$ cat config.mk
export PLATFORM = sky130hd
export DESIGN_NAME = rtcu_top
export DESIGN_NICKNAME = d
export VERILOG_FILES = /design/src/rtl/rtcu_pkg.sv /design/src/rtl/rtcu_top.sv
export SDC_FILE = /design/constraint.sdc
export NUM_CORES = 1
export LEC_CHECK = 0
export BUFFER_PORTS_ARGS = -buffer_cell sky130_fd_sc_hd__buf_4
export CAP_MARGIN = 5
export CORE_ASPECT_RATIO = 1.1
export CORE_MARGIN = 8
export CORE_UTILIZATION = 50
export DETAILED_ROUTE_END_ITERATION = 10
export PLACE_DENSITY = 0.75
export SETUP_SLACK_MARGIN = 0.05
export SLEW_MARGIN = 40
export SYNTH_ARGS = -nofsm -noshare
export SYNTH_HDL_FRONTEND = slang
export SYNTH_SLANG_ARGS = --single-unit
export TNS_END_PERCENT = 20
$ cat constraint.sdc
create_clock -name MCLK -period 2.3 [get_ports MCLK]
set_clock_uncertainty 0.05 [all_clocks]
set_input_delay 0.46 -clock MCLK [delete_from_list [all_inputs] [get_ports MCLK]]
set_output_delay 0.46 -clock MCLK [all_outputs]
set_load 0.005 [all_outputs]
$ cat src/rtl/rtcu_pkg.sv
// ==========================================================================
// Shared constants and types of the update and control block.
package rtcu_pkg;
  // Clock rates; the oscillator rate is the divider chain input.
  localparam int CLK_HZ = 250000000;
  localparam int OSC_HZ = 32768;
  // Times as printed, in their own units.
  localparam int PRE_UPDATE_DELAY_US = 244;
  localparam int T_UC_US = 1708;
  localparam int T_FIRST_MS = 500;
  // Oscillator ticks derived from the times; least times round up.
  localparam int BUC_TICKS = (PRE_UPDATE_DELAY_US * OSC_HZ + 999999) / 1000000;
  localparam int UC_TICKS = (T_UC_US * OSC_HZ + 999999) / 1000000;
  localparam int CLK_PER_TICK_DEF = CLK_HZ / OSC_HZ;
  localparam logic [14:0] DIV_PEND = 15'(OSC_HZ - BUC_TICKS);
  localparam logic [14:0] DIV_START = 15'(OSC_HZ - T_FIRST_MS * OSC_HZ / 1000);
  localparam logic [14:0] DIV_LAST = 15'h7FFF;
  localparam logic [5:0] UC_LAST = 6'(UC_TICKS - 1);
  // Register byte addresses.
  localparam logic [7:0] ADDR_CTRL_A = 8'h00;
  localparam logic [7:0] ADDR_CTRL_B = 8'h04;
  localparam logic [7:0] ADDR_FLAGS = 8'h08;
  localparam logic [7:0] ADDR_TIME = 8'h0C;
  localparam logic [7:0] ADDR_ALARM = 8'h10;
  // Field positions.
  localparam int A_UIP = 7;
  localparam int A_DV_LO = 4;
  localparam int A_RS_LO = 0;
  localparam int B_FREEZE = 7;
  localparam int B_PIE = 6;
  localparam int B_AIE = 5;
  localparam int B_UIE = 4;
  localparam int B_SQUARE_OUT_ENABLE = 3;
  localparam int B_BIN = 2;
  localparam int B_H24 = 1;
  localparam int B_DST = 0;
  localparam int F_SUMMARY_IRQ_FLAG = 7;
  localparam int F_PF = 6;
  // Codes and reset values.
  localparam logic [2:0] DV_RUN = 3'h2;
  localparam logic [1:0] DV_HOLD = 2'h3;
  localparam logic [2:0] DV_RST = 3'h0;
  localparam logic [3:0] RS_RST = 4'h0;
  localparam logic [7:0] CTLB_RST = 8'h00;
  localparam logic [1:0] DONT_CARE = 2'h3;

  typedef enum logic [1:0] {ST_IDLE = 2'h0, ST_PEND = 2'h1, ST_BUSY = 2'h3} rtcu_state_e;

  typedef struct packed {
    logic [7:0] hour;
    logic [7:0] min;
    logic [7:0] sec;
  } rtcu_time_s;

  typedef struct packed {
    logic rp1;
    logic rp2;
    logic [12:0] tick_cnt;
    logic tick;
    logic [14:0] div;
    rtcu_state_e state;
    logic [5:0] uc_cnt;
    logic update_pending_flag;
    logic strobe;
    logic load;
    logic [2:0] dv;
    logic [3:0] rs;
    logic [7:0] ctlb;
    logic [2:0] flags;
    logic tap_d;
    rtcu_time_s alarm;
    rtcu_time_s user;
    logic [31:0] prdata;
    logic pready;
    logic pslverr;
    logic sq;
    logic irq_oe;
  } rtcu_regs_s;
endpackage

$ cat src/rtl/rtcu_top.sv
// Local design decisions: the APB register port and the placing of the registers.
`timescale 1ns/100ps
module rtcu_top
  import rtcu_pkg::*;
#(
  parameter int CLK_PER_TICK = CLK_PER_TICK_DEF
) (
  input wire logic MCLK,
  input wire logic RST_N,
  input wire logic RESET_PIN_N,
  input wire logic PSEL,
  input wire logic PENABLE,
  input wire logic PWRITE,
  input wire logic [7:0] PADDR,
  input wire logic [31:0] PWDATA,
  output logic [31:0] PRDATA,
  output logic PREADY,
  output logic PSLVERR,
  input wire rtcu_time_s TIME_NOW,
  output logic UPDATE_STROBE,
  output logic BINARY_MODE,
  output logic HOUR24_MODE,
  output logic SUMMER_TIME_EN,
  output logic SQUARE_OUT,
  output logic IRQ_N_O,
  output logic IRQ_N_OE
);

  // A tick divider wider than 13 bits or a one-cycle tick cannot work.
  if (CLK_PER_TICK < 2 || CLK_PER_TICK > 8191) begin : g_bad_div
    $error("CLK_PER_TICK out of range");
  end

  localparam logic [12:0] TICK_LAST = 13'(CLK_PER_TICK - 1);

  rtcu_regs_s r;
  rtcu_regs_s n;

  // ========================================================================
  // Divider tap selection.
  // Code zero selects no tap; codes one and two take slow taps; codes 3 to 15 step one stage per code.
  function automatic logic tap_of(input logic [3:0] rs, input logic [14:0] div);
    logic [3:0] k;
    k = rs - 4'h2;
    if (rs == 4'h0) begin
      tap_of = 1'b0;
    end else if (rs == 4'h1) begin
      tap_of = div[6];
    end else if (rs == 4'h2) begin
      tap_of = div[7];
    end else begin
      tap_of = div[k];
    end
  endfunction

  // Alarm position matches when equal or marked don't-care.
  function automatic logic pos_hit(input logic [7:0] al, input logic [7:0] tm);
    pos_hit = (al[7:6] == DONT_CARE) || (al == tm);
  endfunction

  logic setup;
  logic acc;
  logic wr;
  logic rd;
  logic pin_rst;
  logic run;
  logic step;
  logic pf_set;
  logic af_set;
  logic uf_set;
  logic [2:0] clr;
  logic [2:0] en;
  logic [7:0] rdv;
  logic hit;

  // ========================================================================
  // Next-state logic for the whole block.
  always_comb begin
    n = r;
    // The reset pin is asynchronous to MCLK, so it passes two flops.
    n.rp1 = RESET_PIN_N;
    n.rp2 = r.rp1;
    pin_rst = !r.rp2;

    // Oscillator rate enable from the system clock.
    n.tick = 1'b0;
    if (r.tick_cnt == TICK_LAST) begin
      n.tick_cnt = 13'h0000;
      n.tick = 1'b1;
    end else begin
      n.tick_cnt = r.tick_cnt + 13'h0001;
    end

    // Bus phases; the slave answers one cycle after setup.
    setup = PSEL && !PENABLE;
    acc = PSEL && PENABLE && r.pready;
    wr = acc && PWRITE;
    rd = acc && !PWRITE;

    // Read data is captured in setup, so a flag read is double latched.
    rdv = 8'h00;
    hit = 1'b1;
    n.prdata = 32'h0000_0000;
    if (PADDR == ADDR_CTRL_A) begin
      rdv[A_UIP] = r.update_pending_flag;
      rdv[A_DV_LO +: 3] = r.dv;
      rdv[A_RS_LO +: 4] = r.rs;
      n.prdata = {24'h000000, rdv};
    end else if (PADDR == ADDR_CTRL_B) begin
      n.prdata = {24'h000000, r.ctlb};
    end else if (PADDR == ADDR_FLAGS) begin
      rdv[F_SUMMARY_IRQ_FLAG] = r.irq_oe;
      rdv[F_PF -: 3] = r.flags;
      n.prdata = {24'h000000, rdv};
    end else if (PADDR == ADDR_TIME) begin
      n.prdata = {8'h00, r.user};
    end else if (PADDR == ADDR_ALARM) begin
      n.prdata = {8'h00, r.alarm};
    end else begin
      hit = 1'b0;
    end
    n.pready = setup;
    n.pslverr = setup && !hit;
    if (!setup) begin
      n.prdata = r.prdata;
    end

    run = (r.dv == DV_RUN);
    step = run && r.tick;
    if (r.dv[2:1] == DV_HOLD) begin
      n.div = 15'h0000;
    end else if (step) begin
      n.div = r.div + 15'h0001;
    end

    // Update sequence, paced by the oscillator tick.
    n.strobe = 1'b0;
    uf_set = 1'b0;
    if (!run) begin
      n.state = ST_IDLE;
      n.update_pending_flag = 1'b0;
    end else if (step) begin
      case (r.state)
        ST_IDLE: begin
          // Pending rises as the divider enters the window, a full eight ticks before wrap.
          if (r.div == DIV_PEND - 15'h0001) begin
            n.state = ST_PEND;
            n.update_pending_flag = !r.ctlb[B_FREEZE];
          end
        end
        ST_PEND: begin
          if (r.div == DIV_LAST) begin
            n.strobe = 1'b1;
            n.state = ST_BUSY;
            n.uc_cnt = 6'h00;
          end
        end
        ST_BUSY: begin
          n.uc_cnt = r.uc_cnt + 6'h01;
          if (r.uc_cnt == UC_LAST) begin
            n.state = ST_IDLE;
            n.update_pending_flag = 1'b0;
            uf_set = 1'b1;
          end
        end
        default: begin
          n.state = ST_IDLE;
        end
      endcase
    end

    n.load = r.strobe && r.update_pending_flag;
    if (r.load && !r.ctlb[B_FREEZE]) begin
      n.user = TIME_NOW;
    end
    af_set = r.strobe && pos_hit(r.alarm.sec, TIME_NOW.sec)
             && pos_hit(r.alarm.min, TIME_NOW.min)
             && pos_hit(r.alarm.hour, TIME_NOW.hour);
    // Comparing in the strobe cycle sees the second from before the strobe, not the new second that it makes.
    af_set = af_set && r.load == 1'b0;

    // Register writes take effect at the access edge.
    if (wr && PADDR == ADDR_CTRL_A) begin
      n.dv = PWDATA[A_DV_LO +: 3];
      n.rs = PWDATA[A_RS_LO +: 4];
      if (PWDATA[A_DV_LO +: 3] == DV_RUN && r.dv != DV_RUN) begin
        n.div = DIV_START;
      end
    end
    if (wr && PADDR == ADDR_CTRL_B) begin
      n.ctlb = PWDATA[7:0];
      if (PWDATA[B_FREEZE] && !r.ctlb[B_FREEZE]) begin
        n.ctlb[B_UIE] = 1'b0;
      end
      if (PWDATA[B_FREEZE]) begin
        n.update_pending_flag = 1'b0;
      end
    end
    if (wr && PADDR == ADDR_ALARM) begin
      n.alarm = PWDATA[23:0];
    end

    if (pin_rst) begin
      n.ctlb[B_PIE] = 1'b0;
      n.ctlb[B_AIE] = 1'b0;
      n.ctlb[B_UIE] = 1'b0;
      n.ctlb[B_SQUARE_OUT_ENABLE] = 1'b0;
    end

    n.tap_d = tap_of(r.rs, r.div);
    pf_set = n.tap_d && !r.tap_d;
    // A read clears only the flags it returned, so a new event wins.
    clr = rd && PADDR == ADDR_FLAGS ? r.prdata[F_PF -: 3] : 3'h0;
    n.flags = (r.flags & ~clr) | {pf_set, af_set, uf_set};
    if (pin_rst) begin
      n.flags = 3'h0;
    end

    n.sq = n.ctlb[B_SQUARE_OUT_ENABLE] && n.tap_d;
    en = {n.ctlb[B_PIE], n.ctlb[B_AIE], n.ctlb[B_UIE]};
    n.irq_oe = |(n.flags & en);
  end

  // ========================================================================
  // State register. Power-on reset sets everything; the reset pin acts
  // only through the synchronised path above, so the bits that must
  // survive it (pending flag, rate and divider bits, freeze, format) do.
  // pin keeps bits
  always_ff @(posedge MCLK or negedge RST_N) begin
    if (!RST_N) begin
      r <= '0;
      // The synchroniser idles at the released level, so no false pin reset follows.
      r.rp1 <= 1'b1;
      r.rp2 <= 1'b1;
      r.dv <= DV_RST;
      r.rs <= RS_RST;
      r.ctlb <= CTLB_RST;
      r.state <= ST_IDLE;
    end else begin
      r <= n;
    end
  end

  // ========================================================================
  // Outputs, each from a flop.
  assign PRDATA = r.prdata;
  assign PREADY = r.pready;
  assign PSLVERR = r.pslverr;
  assign UPDATE_STROBE = r.strobe;
  assign BINARY_MODE = r.ctlb[B_BIN];
  assign HOUR24_MODE = r.ctlb[B_H24];
  assign SUMMER_TIME_EN = r.ctlb[B_DST];
  assign SQUARE_OUT = r.sq;
  // Open-drain pin: only ever pulls low.
  assign IRQ_N_O = r.rp2 & 1'b0;
  assign IRQ_N_OE = r.irq_oe;

  // ========================================================================
  // Checks.
  property p_uip_freeze;
    @(posedge MCLK) disable iff (!RST_N)
    (PSEL && PENABLE && PREADY && PWRITE && PADDR == ADDR_CTRL_B && PWDATA[B_FREEZE])
    |=> !r.update_pending_flag;
  endproperty
  a_uip_freeze: assert property (p_uip_freeze)
    else $error("pending flag not cleared by freeze");

  property p_load_pend;
    @(posedge MCLK) disable iff (!RST_N)
    r.load |-> $past(r.update_pending_flag, 2) && r.state == ST_BUSY;
  endproperty
  a_load_pend: assert property (p_load_pend)
    else $error("user copy loaded without pending flag");

  property p_done_flag;
    @(posedge MCLK) disable iff (!RST_N)
    (r.state == ST_BUSY && r.uc_cnt == UC_LAST && step && !pin_rst) |=> r.flags[0];
  endproperty
  a_done_flag: assert property (p_done_flag)
    else $error("update-done flag not set at cycle end");

  property p_strobe_time;
    @(posedge MCLK) disable iff (!RST_N)
    UPDATE_STROBE |-> r.div == 15'h0000 && r.state == ST_BUSY;
  endproperty
  a_strobe_time: assert property (p_strobe_time)
    else $error("update strobe off the second boundary");

  property p_irq_pin;
    @(posedge MCLK) disable iff (!RST_N)
    IRQ_N_OE == |(r.flags & {r.ctlb[B_PIE], r.ctlb[B_AIE], r.ctlb[B_UIE]});
  endproperty
  a_irq_pin: assert property (p_irq_pin)
    else $error("interrupt pin disagrees with flags");

  property p_sq_low;
    @(posedge MCLK) disable iff (!RST_N)
    !r.ctlb[B_SQUARE_OUT_ENABLE] |-> !SQUARE_OUT;
  endproperty
  a_sq_low: assert property (p_sq_low)
    else $error("square output driven while disabled");

  property p_pin_rst;
    @(posedge MCLK) disable iff (!RST_N)
    (pin_rst && !wr) |=> (r.ctlb[6:3] == 4'h0) && $stable(r.rs) && r.flags == 3'h0;
  endproperty
  a_pin_rst: assert property (p_pin_rst)
    else $error("reset pin effect wrong");

  property p_hold;
    @(posedge MCLK) disable iff (!RST_N)
    (r.dv[2:1] == DV_HOLD) ##1 (r.dv[2:1] == DV_HOLD) |-> r.div == 15'h0000;
  endproperty
  a_hold: assert property (p_hold)
    else $error("divider chain not held");

  property p_uie_freeze;
    @(posedge MCLK) disable iff (!RST_N)
    $rose(r.ctlb[B_FREEZE]) |-> !r.ctlb[B_UIE];
  endproperty
  a_uie_freeze: assert property (p_uie_freeze)
    else $error("update-done enable kept when freeze rose");

  property p_alarm_dc;
    @(posedge MCLK) disable iff (!RST_N)
    (r.strobe && r.alarm.sec[7:6] == DONT_CARE && r.alarm.min[7:6] == DONT_CARE
     && r.alarm.hour[7:6] == DONT_CARE && !pin_rst) |=> r.flags[1];
  endproperty
  a_alarm_dc: assert property (p_alarm_dc)
    else $error("alarm flag not set for an all don't-care alarm");

  property p_keep_bits;
    @(posedge MCLK) disable iff (!RST_N)
    (pin_rst && !wr) |=> $stable(r.ctlb[B_FREEZE]) && $stable(r.ctlb[B_BIN])
                         && $stable(r.ctlb[B_H24]) && $stable(r.dv);
  endproperty
  a_keep_bits: assert property (p_keep_bits)
    else $error("reset pin changed a kept control bit");

endmodule

==> impl_metrics.tcl <==
set metrics [dict create \
    postPlaceCellArea_mm2 0.007771 \
    leakage_nw 3.866 \
    synthesis.area_mm2 0.006875 \
    grt_pass1_vias 5404 \
    status "finished clean" \
    cts_sinks 137 \
    drc 0 \
    clockBufferDepth 2 \
    drt_iter0_markers 372 \
    nets 812 \
    power.density_mw_per_mm2 664.9 \
    cp-end-kind "register" \
    cp-endpoint "r[96]" \
    worstMarginPinSlew_ps 538.6 \
    hold_violations 0 \
    cts_setup_buffers 0 \
    critPathArrivalTime_ps 2410 \
    placementRows 45 \
    switching_share_pct 20.97 \
    yosysWarnings 0 \
    drive_gt1_share_pct 29.89 \
    startpoint "PADDR[1]" \
    synth.avg_cell_area_um2 10.78 \
    crit_fanout 8 \
    vias_per_cell 5.537 \
    crit_family "simple AND/OR/NAND/NOR gates" \
    die_x_um 127.8 \
    cp_num_cells 6 \
    r2r_cells 7 \
    io_buffers 93 \
    track_usage_pct 19.11 \
    maxCapViolCount 0 \
    design_area_mm2 0.008411 \
    ys_seq_area_share_pct 49.90 \
    path_class "input port to register" \
    crit_chain "buf_4, or4_4, or3_1, nor4_4, buf_4, mux2_2" \
    hpwl_um 12100 \
    io_pins 111 \
    worstReg2RegStart "r[98]" \
    insertion_delay_ps 410 \
    cts_root_buf "clkbuf_16" \
    relSlewSlack_pct 63.60 \
    clkPwrFrac_pct 51.1 \
    async_flop_share_pct 100.0 \
    cts_tree "built" \
    first_pass_iters 5 \
    die_area_mm2 0.01776 \
    utilization_pct 61.73 \
    fin_crit_sh_pct 94.37 \
    start_kind "input port" \
    synth.largest_area_cell "dfrtp_1" \
    cts_made_buffers 17 \
    syn_inst 638 \
    core_mm2 0.01363 \
    switchingPower_mw 1.173 \
    critPathSlowestCell "or4_4" \
    setup_viol_count_final 0 \
    fill_cells 1150 \
    crit_required_ps 2540 \
    antenna_left 0 \
    fmax_mhz 460.7 \
    area_growth_pct 22.33 \
    insertedDiodeCount 0 \
    max_stage_delay_ps 560 \
    period_minus_slack_ps 2170 \
    netlist.area_leader.share_pct 49.14 \
    hold_path.class "input port to register" \
    grt_start_max_net_pins 57 \
    drt-total-wl_um 16640 \
    place.gp.congestion 0.8547 \
    htreeDepth 4 \
    path_common_cell "buf_4" \
    p_seq_share_pct 44.0 \
    wire_per_inst_um 17.81 \
    overflow 0 \
    yosys-top-cells-area "dfrtp_1, mux2_2, buf_4" \
    vias 5172 \
    fin_hold_ws_ps 99.09 \
    synthFlopType "dfrtp_1" \
    antenna_found_initial 0 \
    cp_num_buf_inv 2 \
    rrSetupSlack_ps 180 \
    ir_worst_vdd_mv 0.4799 \
    synth_cell_type_count 61 \
    rsz0062_at_grt "no" \
    clk_pin_slew_ps 60 \
    r2r-end "IRQ_N_OE" \
    drv_slew 0 \
    synth_edf_count 0 \
    power.internal_mw 4.419 \
    combPwrFrac_pct 4.9 \
    grt_pass1_wl_um 27060 \
    initial_core_util_pct 50.46 \
    die_h_um 139.0 \
    ys_ff_latch 137 \
]
==> state kept, by name, summed over array words and instances, names as in the netlist <==
| signal | count |
|---|---|
| PSLVERR | 1 |
| PREADY | 1 |
| n | 1 |
| SQUARE_OUT | 1 |
| SUMMER_TIME_EN | 1 |
| IRQ_N_OE | 1 |
| PRDATA | 24 |
| HOUR24_MODE | 1 |
| UPDATE_STROBE | 1 |
| BINARY_MODE | 1 |
| r | 104 |
==> cell usage in the layout (no fill, tap or decap), drive strengths merged, types with 10 or more instances in the layout <==
cell,instances
mux2,58
o21ai,34
inv,11
xor2,26
xnor2,26
mux2i,11
nor2,43
clkbuf,21
a21oi,10
nand2,66
a22oi,21
nor3,10
dfrtp,135
nand4,16
buf,125
nand3,19
==> cells in the mapped netlist (2+ instances only) <==
cell type    n
nand2b_1     7
nor2_1      43
nor3_1      10
or3_1        2
mux2i_1     11
o22ai_1      2
ha_1         9
buf_6        4
nand3b_1     2
and2_1       8
nor2b_1      9
a221o_1      2
mux2_1       3
a22oi_1     21
dfstp_2      2
nand4_1     16
dfrtp_1    135
a21oi_1     10
nor4_1       8
clkbuf_1    16
xnor2_1     26
nand2_1     66
a222oi_1     4
o21ai_0     33
and3_1       4
buf_2        4
nor3b_1      2
inv_1       11
mux2_2      55
a32o_1       2
buf_4       33
a21o_1       4
a221oi_1     3
or2_2        2
xor2_1      26
nand3_1     18
==> stage by stage <==
step | TNS [ps] | std cells | power [mW] | setup slack, ps
final | 0 | 934 | 5.592 | 129.6
after global routing | 0 | 934 | 5.746 | 50.95
after CTS | 0 | 934 | 5.628 | 112.3
after detailed placement | -18500 | 901 | 2.777 | -433.0
after global placement | -15370 | 901 | 2.769 | -381.1
after floorplan | -8586 | 646 | 2.593 | -267.0
==> kinds of logic after synthesis <==
kind of cell,count (synthesis),share of synthesized area (%)
xor gates and xnor gates,52,6.624
buffers and inverters,69,6.078
muxes,70,11.43
AOI/OAI and AO/OA,92,9.009
other,1,0.05454
adders and majority gates,9,1.638
DFF,137,49.90
and+or+nand+nor,208,15.27
==> power groups by stage <==
stage	clock, mW	sequential (mW)	combinational, mW
after global routing	2.98	2.46	0.299
after global placement	0	2.50	0.267
final	2.86	2.46	0.273
after CTS	2.89	2.46	0.276
after floorplan	0	2.50	0.0946
after detailed placement	0	2.50	0.273
==> layout make-up <==
class / count / area (um2) / share of cell area [%]
well taps: 188 / 235.2 / 2.797
repair buffers: 126 / 1011 / 12.02
flip-flops and latches: 137 / 3433 / 40.82
clock inverters: 11 / 172.7 / 2.053
clock buffers: 21 / 450.4 / 5.356
multi-input cells: 440 / 3067 / 36.46
inverters: 11 / 41.29 / 0.4909
==> routing by layer <==
| metal | global-route usage, % | up-vias | routed length, um |
|---|---|---|---|
| li1 | - | 2389 | - |
| met1 | 22.57 | 2593 | 6879 |
| met2 | 32.58 | 165 | 8465 |
| met3 | 4.962 | 25 | 1011 |
| met4 | 6.955 | 0 | 280 |
| met5 | 0 | - | 0 |
==> repair_timing <==
action,4_1_cts,5_1_grt
resized for setup,1,2
hold buffers,1,0
endpoints found under the hold margin,27,0
setup endpoints to repair,1,1
==> how the worst min path moves through the flow <==
| stage | startpoint | end | slack [ps] | cells past startpoint |
|---|---|---|---|---|
| floorplan | RST_N | BINARY_MODE | 110 | 0 |
| global placement | n[143] | r[143] | 300 | 0 |
| detailed placement | n[143] | r[143] | 300 | 0 |
| CTS | RESET_PIN_N | n[143] | 80 | 1 |
| global route | RESET_PIN_N | n[143] | 90 | 1 |
| finish | RESET_PIN_N | n[143] | 100 | 1 |
Power figures use the tool's default switching activity.
